File: src/logic/pdc_defines.svh
// Purpose: offsets, field positions, reset values and timing counts
// Assumes: 100 MHz mclk, Avalon-MM word addressing by byte address
// Notes:   offsets are byte addresses of 32-bit words
`ifndef PDC_DEFINES_SVH
`define PDC_DEFINES_SVH

`define PDC_CLK_MHZ            100
`define PDC_PERIOD_US          100
`define PDC_PERIOD_CYC         (`PDC_PERIOD_US * `PDC_CLK_MHZ)
`define PDC_CONV_CYC_DEF       32

`define PDC_OFF_TIMER_START    8'h00
`define PDC_OFF_CONV_CTRL0     8'h04
`define PDC_OFF_RESULT0        8'h08
`define PDC_OFF_CONV_IRQ_CTRL  8'h0C
`define PDC_OFF_IRQ_STATUS     8'h10
`define PDC_OFF_IRQ_MASK       8'h14
`define PDC_OFF_DMA_CTRL       8'h18
`define PDC_OFF_DMA_COUNT      8'h1C
`define PDC_OFF_BUF_BASE       8'h40

`define PDC_BIT_TIMER0_START   0
`define PDC_BIT_CONV_START     0
`define PDC_BIT_IRQ_REQ        0
`define PDC_BIT_DMA_EN         0
`define PDC_BIT_EV_TIMER       0
`define PDC_BIT_EV_CONV        1
`define PDC_BIT_EV_WRAP        2

`define PDC_RST_DMA_COUNT      5'h10
`define PDC_BUF_DEPTH          16

`endif

File: src/logic/pdc_pkg.sv
// Purpose: shared types for the periodic capture block
// Assumes: nothing beyond SystemVerilog packages
// Notes:   constants live in pdc_defines.svh
package pdc_pkg;

  typedef enum logic [1:0] {
    PDC_CONV_IDLE,
    PDC_CONV_BUSY,
    PDC_CONV_DMA
  } pdc_conv_state_t;

  typedef struct packed {
    logic [7:0]  addr;
    logic        read;
    logic        write;
    logic [31:0] wdata;
  } pdc_bus_req_t;

  typedef struct packed {
    logic [2:0] timer;
    logic [2:0] unused;
  } pdc_pad_t;

endpackage : pdc_pkg

File: src/logic/pdc_capture.sv
// Purpose: periodic timer, one-shot converter control and repeat dma into a ring
// Assumes: converter data arrives as a sampled bus from the analog front end
// Notes:   single clock mclk, avalon-mm slave with waitrequest
//
// What this block does
// RL1 - Writing 1 to the timer0 count-start bit starts the periodic timer.
// RL2 - The running timer raises its request every 100 us.
// RL3 - Software sets the conversion-start bit once per timer request.
// RL4 - The converter does one conversion per start and then stops.
// RL5 - Only analog input channel 0 is sampled.
// RL6 - On completion the value is loaded into the channel 0 result register.
// RL7 - On completion the conversion-start bit clears itself.
// RL8 - On completion the interrupt request flag is set.
// RL9 - The completion request triggers a dma move of the result into the buffer.
// RL10 - The dma runs in repeat mode, reusing the same buffer.
// RL11 - The buffer holds 16 results; the repeat count resets to 16 and can be set from 1 to 16, with writes whose bits 4:0 are 0 or above 16 clipped to 16.
// RL12 - After the last entry the dma reloads to entry 0 and keeps running.
// RL13 - Each entry is a 16-bit halfword and each transfer writes one result.
`timescale 1ns/1ps
`default_nettype none
`include "pdc_defines.svh"

module pdc_capture #(
  parameter int          RES_W    = 16,
  parameter int          DEPTH    = `PDC_BUF_DEPTH,
  parameter int unsigned PERIOD   = `PDC_PERIOD_CYC,
  parameter int unsigned CONV_CYC = `PDC_CONV_CYC_DEF
) (
  // clock and reset
  input  wire logic              mclk,
  input  wire logic              sys_rst,
  // avalon-mm slave
  input  wire logic [7:0]        avs_address,
  input  wire logic              avs_read,
  input  wire logic              avs_write,
  input  wire logic [31:0]       avs_writedata,
  output logic [31:0]            avs_readdata,
  output logic                   avs_waitrequest,
  // analog front end, channel 0 only
  input  wire logic [RES_W-1:0]  analog_input_channel0,
  output logic                   sample_hold,
  // interrupt
  output logic                   irq
);

  localparam int AW = $clog2(DEPTH);

  // bus request grouped
  pdc_pkg::pdc_bus_req_t req;
  assign req = '{addr: avs_address, read: avs_read, write: avs_write,
                 wdata: avs_writedata};

  logic                    ack_q;
  logic                    wr_acc;
  logic                    rd_acc;
  logic                    timer0_count_start_bit_q;
  logic                    conversion_start_bit_q;
  logic                    interrupt_request_flag_q;
  logic [RES_W-1:0]        channel0_result_register_q;
  logic [2:0]              irq_status_q;
  logic [2:0]              irq_mask_q;
  logic                    dma_en_q;
  logic [4:0]              dma_count_q;
  logic [AW-1:0]           dma_ptr_q;
  logic [31:0]             tmr_q;
  logic [31:0]             conv_cnt_q;
  logic                    tmr_tick;
  logic                    conv_done;
  logic                    dma_xfer;
  logic                    dma_wrap;
  logic [RES_W-1:0]        ain_s1_q;
  logic [RES_W-1:0]        ain_s2_q;
  logic [RES_W-1:0]        ad_buf [DEPTH];
  pdc_pkg::pdc_conv_state_t state_q;

  // register hit check, used by both bus directions
  function automatic logic hit(input logic [7:0] a, input logic [7:0] off);
    hit = (a == off);
  endfunction : hit

  // one wait state: ack on the second cycle of each request
  always_ff @(posedge mclk or posedge sys_rst)
  begin
    if (sys_rst)
      ack_q <= 1'b0;
    else
      ack_q <= (req.read | req.write) & ~ack_q;
  end

  assign avs_waitrequest = (req.read | req.write) & ~ack_q;
  assign wr_acc          = req.write & ack_q;
  assign rd_acc          = req.read & ack_q;

  // input synchroniser, the analog value comes from outside the clock
  always_ff @(posedge mclk or posedge sys_rst)
  begin
    if (sys_rst)
    begin
      ain_s1_q <= '0;
      ain_s2_q <= '0;
    end
    else
    begin
      ain_s1_q <= analog_input_channel0;
      ain_s2_q <= ain_s1_q;
    end
  end

  // timer run bit
  always_ff @(posedge mclk or posedge sys_rst)
  begin
    if (sys_rst)
      timer0_count_start_bit_q <= 1'b0;
    // RL1 start on write
    else if (wr_acc && hit(req.addr, `PDC_OFF_TIMER_START))
      timer0_count_start_bit_q <= req.wdata[`PDC_BIT_TIMER0_START];
  end

  // periodic counter; restarts from zero on each start
  always_ff @(posedge mclk or posedge sys_rst)
  begin
    if (sys_rst)
      tmr_q <= 32'h0;
    else if (!timer0_count_start_bit_q)
      tmr_q <= 32'h0;
    // RL2 100 us period
    else if (tmr_q == PERIOD - 1)
      tmr_q <= 32'h0;
    else
      tmr_q <= tmr_q + 32'h1;
  end

  assign tmr_tick = timer0_count_start_bit_q && (tmr_q == PERIOD - 1);

  // converter sequencer; starts only from idle so one start gives one result
  always_ff @(posedge mclk or posedge sys_rst)
  begin
    if (sys_rst)
    begin
      state_q    <= pdc_pkg::PDC_CONV_IDLE;
      conv_cnt_q <= 32'h0;
    end
    else
    begin
      unique case (state_q)
        pdc_pkg::PDC_CONV_IDLE:
        begin
          conv_cnt_q <= 32'h0;
          // RL4 one-shot start
          if (conversion_start_bit_q)
            state_q <= pdc_pkg::PDC_CONV_BUSY;
        end
        pdc_pkg::PDC_CONV_BUSY:
        begin
          conv_cnt_q <= conv_cnt_q + 32'h1;
          if (conv_done)
            state_q <= dma_en_q ? pdc_pkg::PDC_CONV_DMA : pdc_pkg::PDC_CONV_IDLE;
        end
        pdc_pkg::PDC_CONV_DMA:
          state_q <= pdc_pkg::PDC_CONV_IDLE;
      endcase
    end
  end

  assign conv_done   = (state_q == pdc_pkg::PDC_CONV_BUSY) && (conv_cnt_q == CONV_CYC - 1);
  assign sample_hold = (state_q == pdc_pkg::PDC_CONV_BUSY);

  // start bit: software sets, hardware clears at completion
  always_ff @(posedge mclk or posedge sys_rst)
  begin
    if (sys_rst)
      conversion_start_bit_q <= 1'b0;
    // RL7 self clear
    else if (conv_done)
      conversion_start_bit_q <= 1'b0;
    else if (wr_acc && hit(req.addr, `PDC_OFF_CONV_CTRL0))
      conversion_start_bit_q <= req.wdata[`PDC_BIT_CONV_START];
  end

  // result register
  always_ff @(posedge mclk or posedge sys_rst)
  begin
    if (sys_rst)
      channel0_result_register_q <= '0;
    // RL5 channel 0 only
    // RL6 load result
    else if (conv_done)
      channel0_result_register_q <= ain_s2_q;
  end

  // request flag; set beats a software clear in the same cycle
  always_ff @(posedge mclk or posedge sys_rst)
  begin
    if (sys_rst)
      interrupt_request_flag_q <= 1'b0;
    // RL8 flag set
    else if (conv_done)
      interrupt_request_flag_q <= 1'b1;
    // dma consumes the request, as a serviced request would
    else if (dma_xfer)
      interrupt_request_flag_q <= 1'b0;
    else if (wr_acc && hit(req.addr, `PDC_OFF_CONV_IRQ_CTRL))
      interrupt_request_flag_q <= req.wdata[`PDC_BIT_IRQ_REQ];
  end

  // dma config
  always_ff @(posedge mclk or posedge sys_rst)
  begin
    if (sys_rst)
    begin
      dma_en_q    <= 1'b0;
      dma_count_q <= `PDC_RST_DMA_COUNT;
    end
    else if (wr_acc && hit(req.addr, `PDC_OFF_DMA_CTRL))
      dma_en_q <= req.wdata[`PDC_BIT_DMA_EN];
    // RL11 repeat count, clipped to buffer size
    else if (wr_acc && hit(req.addr, `PDC_OFF_DMA_COUNT))
      dma_count_q <= (req.wdata[4:0] == 5'h0 || req.wdata[4:0] > 5'(DEPTH))
                     ? 5'(DEPTH) : req.wdata[4:0];
  end

  // RL9 transfer trigger, one cycle after completion
  assign dma_xfer = (state_q == pdc_pkg::PDC_CONV_DMA) && interrupt_request_flag_q;
  assign dma_wrap = dma_xfer && ({1'b0, dma_ptr_q} == 5'(dma_count_q - 5'h1));

  // destination pointer
  always_ff @(posedge mclk or posedge sys_rst)
  begin
    if (sys_rst)
      dma_ptr_q <= '0;
    // RL10 repeat mode
    // RL12 reload to entry 0
    else if (dma_wrap)
      dma_ptr_q <= '0;
    else if (dma_xfer)
      dma_ptr_q <= dma_ptr_q + AW'(1);
  end

  // RL13 one halfword per transfer
  always_ff @(posedge mclk)
  begin
    if (dma_xfer)
      ad_buf[dma_ptr_q] <= channel0_result_register_q;
  end

  // sticky events; set wins over write-one-to-clear
  always_ff @(posedge mclk or posedge sys_rst)
  begin
    if (sys_rst)
      irq_status_q <= 3'h0;
    else
    begin
      for (int i = 0; i < 3; i++)
      begin
        if ((i == `PDC_BIT_EV_TIMER && tmr_tick) || (i == `PDC_BIT_EV_CONV && conv_done)
            || (i == `PDC_BIT_EV_WRAP && dma_wrap))
          irq_status_q[i] <= 1'b1;
        else if (wr_acc && hit(req.addr, `PDC_OFF_IRQ_STATUS) && req.wdata[i])
          irq_status_q[i] <= 1'b0;
      end
    end
  end

  // mask register
  always_ff @(posedge mclk or posedge sys_rst)
  begin
    if (sys_rst)
      irq_mask_q <= 3'h0;
    else if (wr_acc && hit(req.addr, `PDC_OFF_IRQ_MASK))
      irq_mask_q <= req.wdata[2:0];
  end

  always_ff @(posedge mclk or posedge sys_rst)
  begin
    if (sys_rst)
      irq <= 1'b0;
    else
      irq <= |(irq_status_q & irq_mask_q);
  end

  // read data registered in the wait cycle, ready at the ack; unmapped reads return zero
  always_ff @(posedge mclk or posedge sys_rst)
  begin
    if (sys_rst)
      avs_readdata <= 32'h0;
    else if ((req.read) && !ack_q)
    begin
      avs_readdata <= 32'h0;
      if (hit(req.addr, `PDC_OFF_TIMER_START))
        avs_readdata[0] <= timer0_count_start_bit_q;
      else if (hit(req.addr, `PDC_OFF_CONV_CTRL0))
        avs_readdata[0] <= conversion_start_bit_q;
      else if (hit(req.addr, `PDC_OFF_RESULT0))
        avs_readdata[RES_W-1:0] <= channel0_result_register_q;
      else if (hit(req.addr, `PDC_OFF_CONV_IRQ_CTRL))
        avs_readdata[0] <= interrupt_request_flag_q;
      else if (hit(req.addr, `PDC_OFF_IRQ_STATUS))
        avs_readdata[2:0] <= irq_status_q;
      else if (hit(req.addr, `PDC_OFF_IRQ_MASK))
        avs_readdata[2:0] <= irq_mask_q;
      else if (hit(req.addr, `PDC_OFF_DMA_CTRL))
        avs_readdata[AW+15:0] <= {dma_ptr_q, 15'h0, dma_en_q};
      else if (hit(req.addr, `PDC_OFF_DMA_COUNT))
        avs_readdata[4:0] <= dma_count_q;
      else if (req.addr >= `PDC_OFF_BUF_BASE
               && req.addr < 8'(`PDC_OFF_BUF_BASE + 4 * DEPTH))
        avs_readdata[RES_W-1:0] <= ad_buf[req.addr[AW+1:2]];
    end
  end

endmodule : pdc_capture
`default_nettype wire

File: config.mk
export PLATFORM = sky130hd
export DESIGN_NAME = pdc_capture
export DESIGN_NICKNAME = d
export VERILOG_FILES = /design/src/logic/pdc_pkg.sv /design/src/logic/pdc_capture.sv
export VERILOG_INCLUDE_DIRS = /design/src /design/src/logic
export SDC_FILE = /design/constraint.sdc
export NUM_CORES = 1
export LEC_CHECK = 0
export BUFFER_PORTS_ARGS = -buffer_cell sky130_fd_sc_hd__buf_2
export CORE_MARGIN = 8
export CORE_UTILIZATION = 50
export DETAILED_ROUTE_END_ITERATION = 6
export HOLD_SLACK_MARGIN = 0.15
export PLACE_DENSITY_LB_ADDON = 0.08
export SYNTH_ARGS = -nofsm -noshare
export SYNTH_HDL_FRONTEND = slang
export SYNTH_SLANG_ARGS = --single-unit
File: constraint.sdc
create_clock -name mclk -period 5.81 [get_ports mclk]
set_input_delay 1.162 -clock mclk [delete_from_list [all_inputs] [get_ports mclk]]
set_output_delay 1.162 -clock mclk [all_outputs]
set_load 0.03 [all_outputs]
==> results.sh <==
export IMPL_drv_slew=0
export IMPL_yosys_area_top_type_share=0.459
export IMPL_layout_drive_gt1_share=0.200
export IMPL_synth_flop_cell="edfxtp_1"
export IMPL_clock_fmax_mhz=307
export IMPL_arrival_ns=3.64
export IMPL_numCtsBuffers=43
export IMPL_power_leakage_nw=7.74
export IMPL_path_cells="buf_4 > buf_4 > mux4_2 > mux2i_1 > nor2_1 > a221oi_1 > o21ai_0"
export IMPL_fin_crit_sh=0.561
export IMPL_drc=0
export IMPL_synth_edf_count=256
export IMPL_yosysMostFrequentCell="edfxtp_1"
export IMPL_cap_violations=0
export IMPL_gp_congestion=0.820
export IMPL_cp_common_cell="buf_4"
export IMPL_worst_pin_slew_ns=1.08
export IMPL_relSlewSlack=0.280
export IMPL_async_flop_share=0.377
export IMPL_r2r_start="state_q[1]$_DFFE_PP0P_"
export IMPL_fin_nets=1205
export IMPL_required_ns=6.19
export IMPL_syn_inst=1059
export IMPL_syn_mean_instance_area_um2=15.8
export IMPL_ys_warnings_count=0
export IMPL_irDropWorstVdd_mv=0.219
export IMPL_clk_latency_ns=0.54
export IMPL_slowest_stage="buf_4"
export IMPL_dp_hpwl_um=21500
export IMPL_path_max_fanout=52
export IMPL_synthTopCellsByArea="edfxtp_1 (46%), dfrtp_1 (23%), mux4_2 (8.5%), mux2i_1 (2.9%), mux2_2 (1.6%)"
export IMPL_postCtsHoldBufs=0
export IMPL_dieArea_um2=39600
export IMPL_areaGrowthSynthToFinish_pct=12.7
export IMPL_overflow=0
export IMPL_worstReg2RegEnd="conv_cnt_q[19]$_DFFE_PP0P_"
export IMPL_synth_largest_area_cell="edfxtp_1"
export IMPL_drtAntennaViolNets=0
export IMPL_rsz0062_at_grt="false"
export IMPL_synth_common_cells="edfxtp_1 (256), dfrtp_1 (154), nand2_1 (66)"
export IMPL_critPathLaunchType="input port"
export IMPL_syn_area_um2=16800
export IMPL_cts_tree="yes"
export IMPL_hold_viol_final=0
export IMPL_diodes=0
export IMPL_crit_family="buffers and inverters"
export IMPL_holdPathStages=0
export IMPL_min_to="ain_s2_q[9]$_DFF_PP0_"
export IMPL_antenna_found_initial=1
export IMPL_powerDensity_nw_per_um2=326
export IMPL_total_power_mw=6.16
export IMPL_skew_ns=0.0164
export IMPL_drt_initial_drc_count=669
export IMPL_synth_distinct_cells=62
export IMPL_critPathKind="input port to register"
export IMPL_io_buffers=55
export IMPL_worstHoldPathType="register to register"
export IMPL_crit_buf_inv=2
export IMPL_routed_wl_um=35200
export IMPL_rr_worst_depth=7
export IMPL_dieHeight_um=199
export IMPL_cts_resized=0
export IMPL_io_pins=95
export IMPL_root_buffer="clkbuf_16"
export IMPL_start_util=0.504
export IMPL_seq_area_frac_synth=0.690
export IMPL_setup_violations=0
export IMPL_clk_pin_slew_ns=0.06
export IMPL_grt_use_total=0.183
export IMPL_regToRegSetupSlack_ns=3.10
export IMPL_end_kind="register"
export IMPL_fill_cells=2636
export IMPL_viasPerCell=5.65
export IMPL_finalSetupTns_ns=0
export IMPL_avgRoutedWirePerCell_um=21.8
export IMPL_cts_buffer_depth=3
export IMPL_drt_pass1_iter_count=5
export IMPL_h_tree_depth=2
export IMPL_die_x_um=199
export IMPL_cts_sinks=411
export IMPL_route_vias_total=9124
export IMPL_grt_max_degree=80
export IMPL_grt_first_pass_wirelength_um=55300
export IMPL_row_count=67
export IMPL_hold_start="ain_s1_q[9]$_DFF_PP0_"
export IMPL_outcome="complete, no violations"
export IMPL_post_route_min_period_ns=3.26
export IMPL_ys_seq_elements=411
export IMPL_postCtsSetupBuffers=0
export IMPL_grt_pass1_vias=9401
export IMPL_coreArea_um2=33300
export IMPL_cpPeakStageDelay_ns=0.72
[area by class of cell]
type                    count  area, um2  area share
inverters                  16       65.1     0.00345
clock buffers              64       1230      0.0649
well taps                 448        561      0.0297
repair buffers             71        400      0.0212
multi-input cells         591       4900       0.260
flip-flops and latches    411      11600       0.612
clock inverters            15        165     0.00875
[metrics by stage]
| step | cells | area, um2 | hold WS [ns] | worst slack, ns | util |
|---|---|---|---|---|---|
| 4_1_cts | 1616 | 18900 | 0.349 | 2.49 | 0.567 |
| 3_5_place_dp | 1537 | 17500 | 0.336 | 1.93 | 0.526 |
| 5_1_grt | 1616 | 18900 | 0.354 | 2.27 | 0.567 |
| 3_3_place_gp | 1537 | 17500 | 0.333 | 1.94 | 0.526 |
| 6_report | 1616 | 18900 | 0.347 | 2.55 | 0.567 |
| 2_1_floorplan | 1070 | 16800 | 0.331 | 0.472 | - |
[worst max path at each step]
stage | slack (ns) | cells after the start | end | from
2_1_floorplan | 0.47 | 1 | ack_q$_DFF_PP0_ | sys_rst
3_3_place_gp | 1.94 | 7 | avs_readdata[6]$_DFFE_PP0P_ | avs_address[2]
3_5_place_dp | 1.93 | 7 | avs_readdata[8]$_DFFE_PP0P_ | avs_address[2]
4_1_cts | 2.49 | 7 | avs_readdata[11]$_DFFE_PP0P_ | avs_address[2]
5_1_grt | 2.27 | 7 | avs_readdata[8]$_DFFE_PP0P_ | avs_address[2]
6_report | 2.55 | 7 | avs_readdata[11]$_DFFE_PP0P_ | avs_address[2]
[cell usage in the layout (no fill, tap or decap), drive strengths merged, types with 7 or more instances in the layout]
cell type	synthesis	layout
a21oi	7	7
a221oi	11	11
a22o	7	7
and2	23	23
and3	16	16
buf	35	71
clkbuf	17	64
clkinv	0	9
conb	1	12
dfrtp	154	154
edfxtp	256	256
ha	11	11
inv	16	17
mux2	24	24
mux2i	48	48
mux4	63	63
nand2	66	66
nand3	44	44
nand4	25	25
nor2	63	63
nor3	8	8
nor4	19	19
o211ai	8	8
o21ai	38	38
o31ai	7	7
xnor2	8	8
xor2	26	26
[layer usage]
layer	GRT usage	vias up	wire length [um]
met5	0	-	10
met4	0.0601	2	1010
met3	0.0359	72	1610
met2	0.292	185	17100
met1	0.250	4628	15500
li1	-	4237	-
[cells by family after synthesis]
logic type               Yosys count  share of synthesized area
other                              1                   0.000224
multiplexers                     135                      0.129
buffers and inverters             68                     0.0201
AO/OA/AOI/OAI                    105                     0.0437
AND/OR/NAND/NOR                  294                     0.0903
adder cells (fa/ha/maj)           11                    0.00821
XOR/XNOR                          34                     0.0178
flip-flops                       411                      0.690
[worst register-to-register path: cells and delay by family, from the launching register on]
kind	cells	cell delay, ns
adder cells (fa/ha/maj)	1	0.34
flip-flops	1	0.38
AND/OR/NAND/NOR	3	1.35
buffers and inverters	1	0.12
AO/OA/AOI/OAI	2	0.39
[where the power goes]
part           internal, mW  total [mW]  switching, mW
combinational        0.0901       0.320          0.230
clock                  1.60        2.69           1.09
sequential             3.12        3.15         0.0308
total                  4.81        6.16           1.35
[flip-flops by register name, indices dropped and copies added, names as in the netlist, 2 cells and up]
signal and cells:
conv_cnt_q 32, state_q 2, ain_s2_q 16, ain_s1_q 16
irq_status_q 3, avs_readdata 20, tmr_q 32, irq_mask_q 3
channel0_result_register_q 16, dma_count_q 5, ad_buf 256, dma_ptr_q 4
No activity file was read; power rests on OpenSTA's default activity.
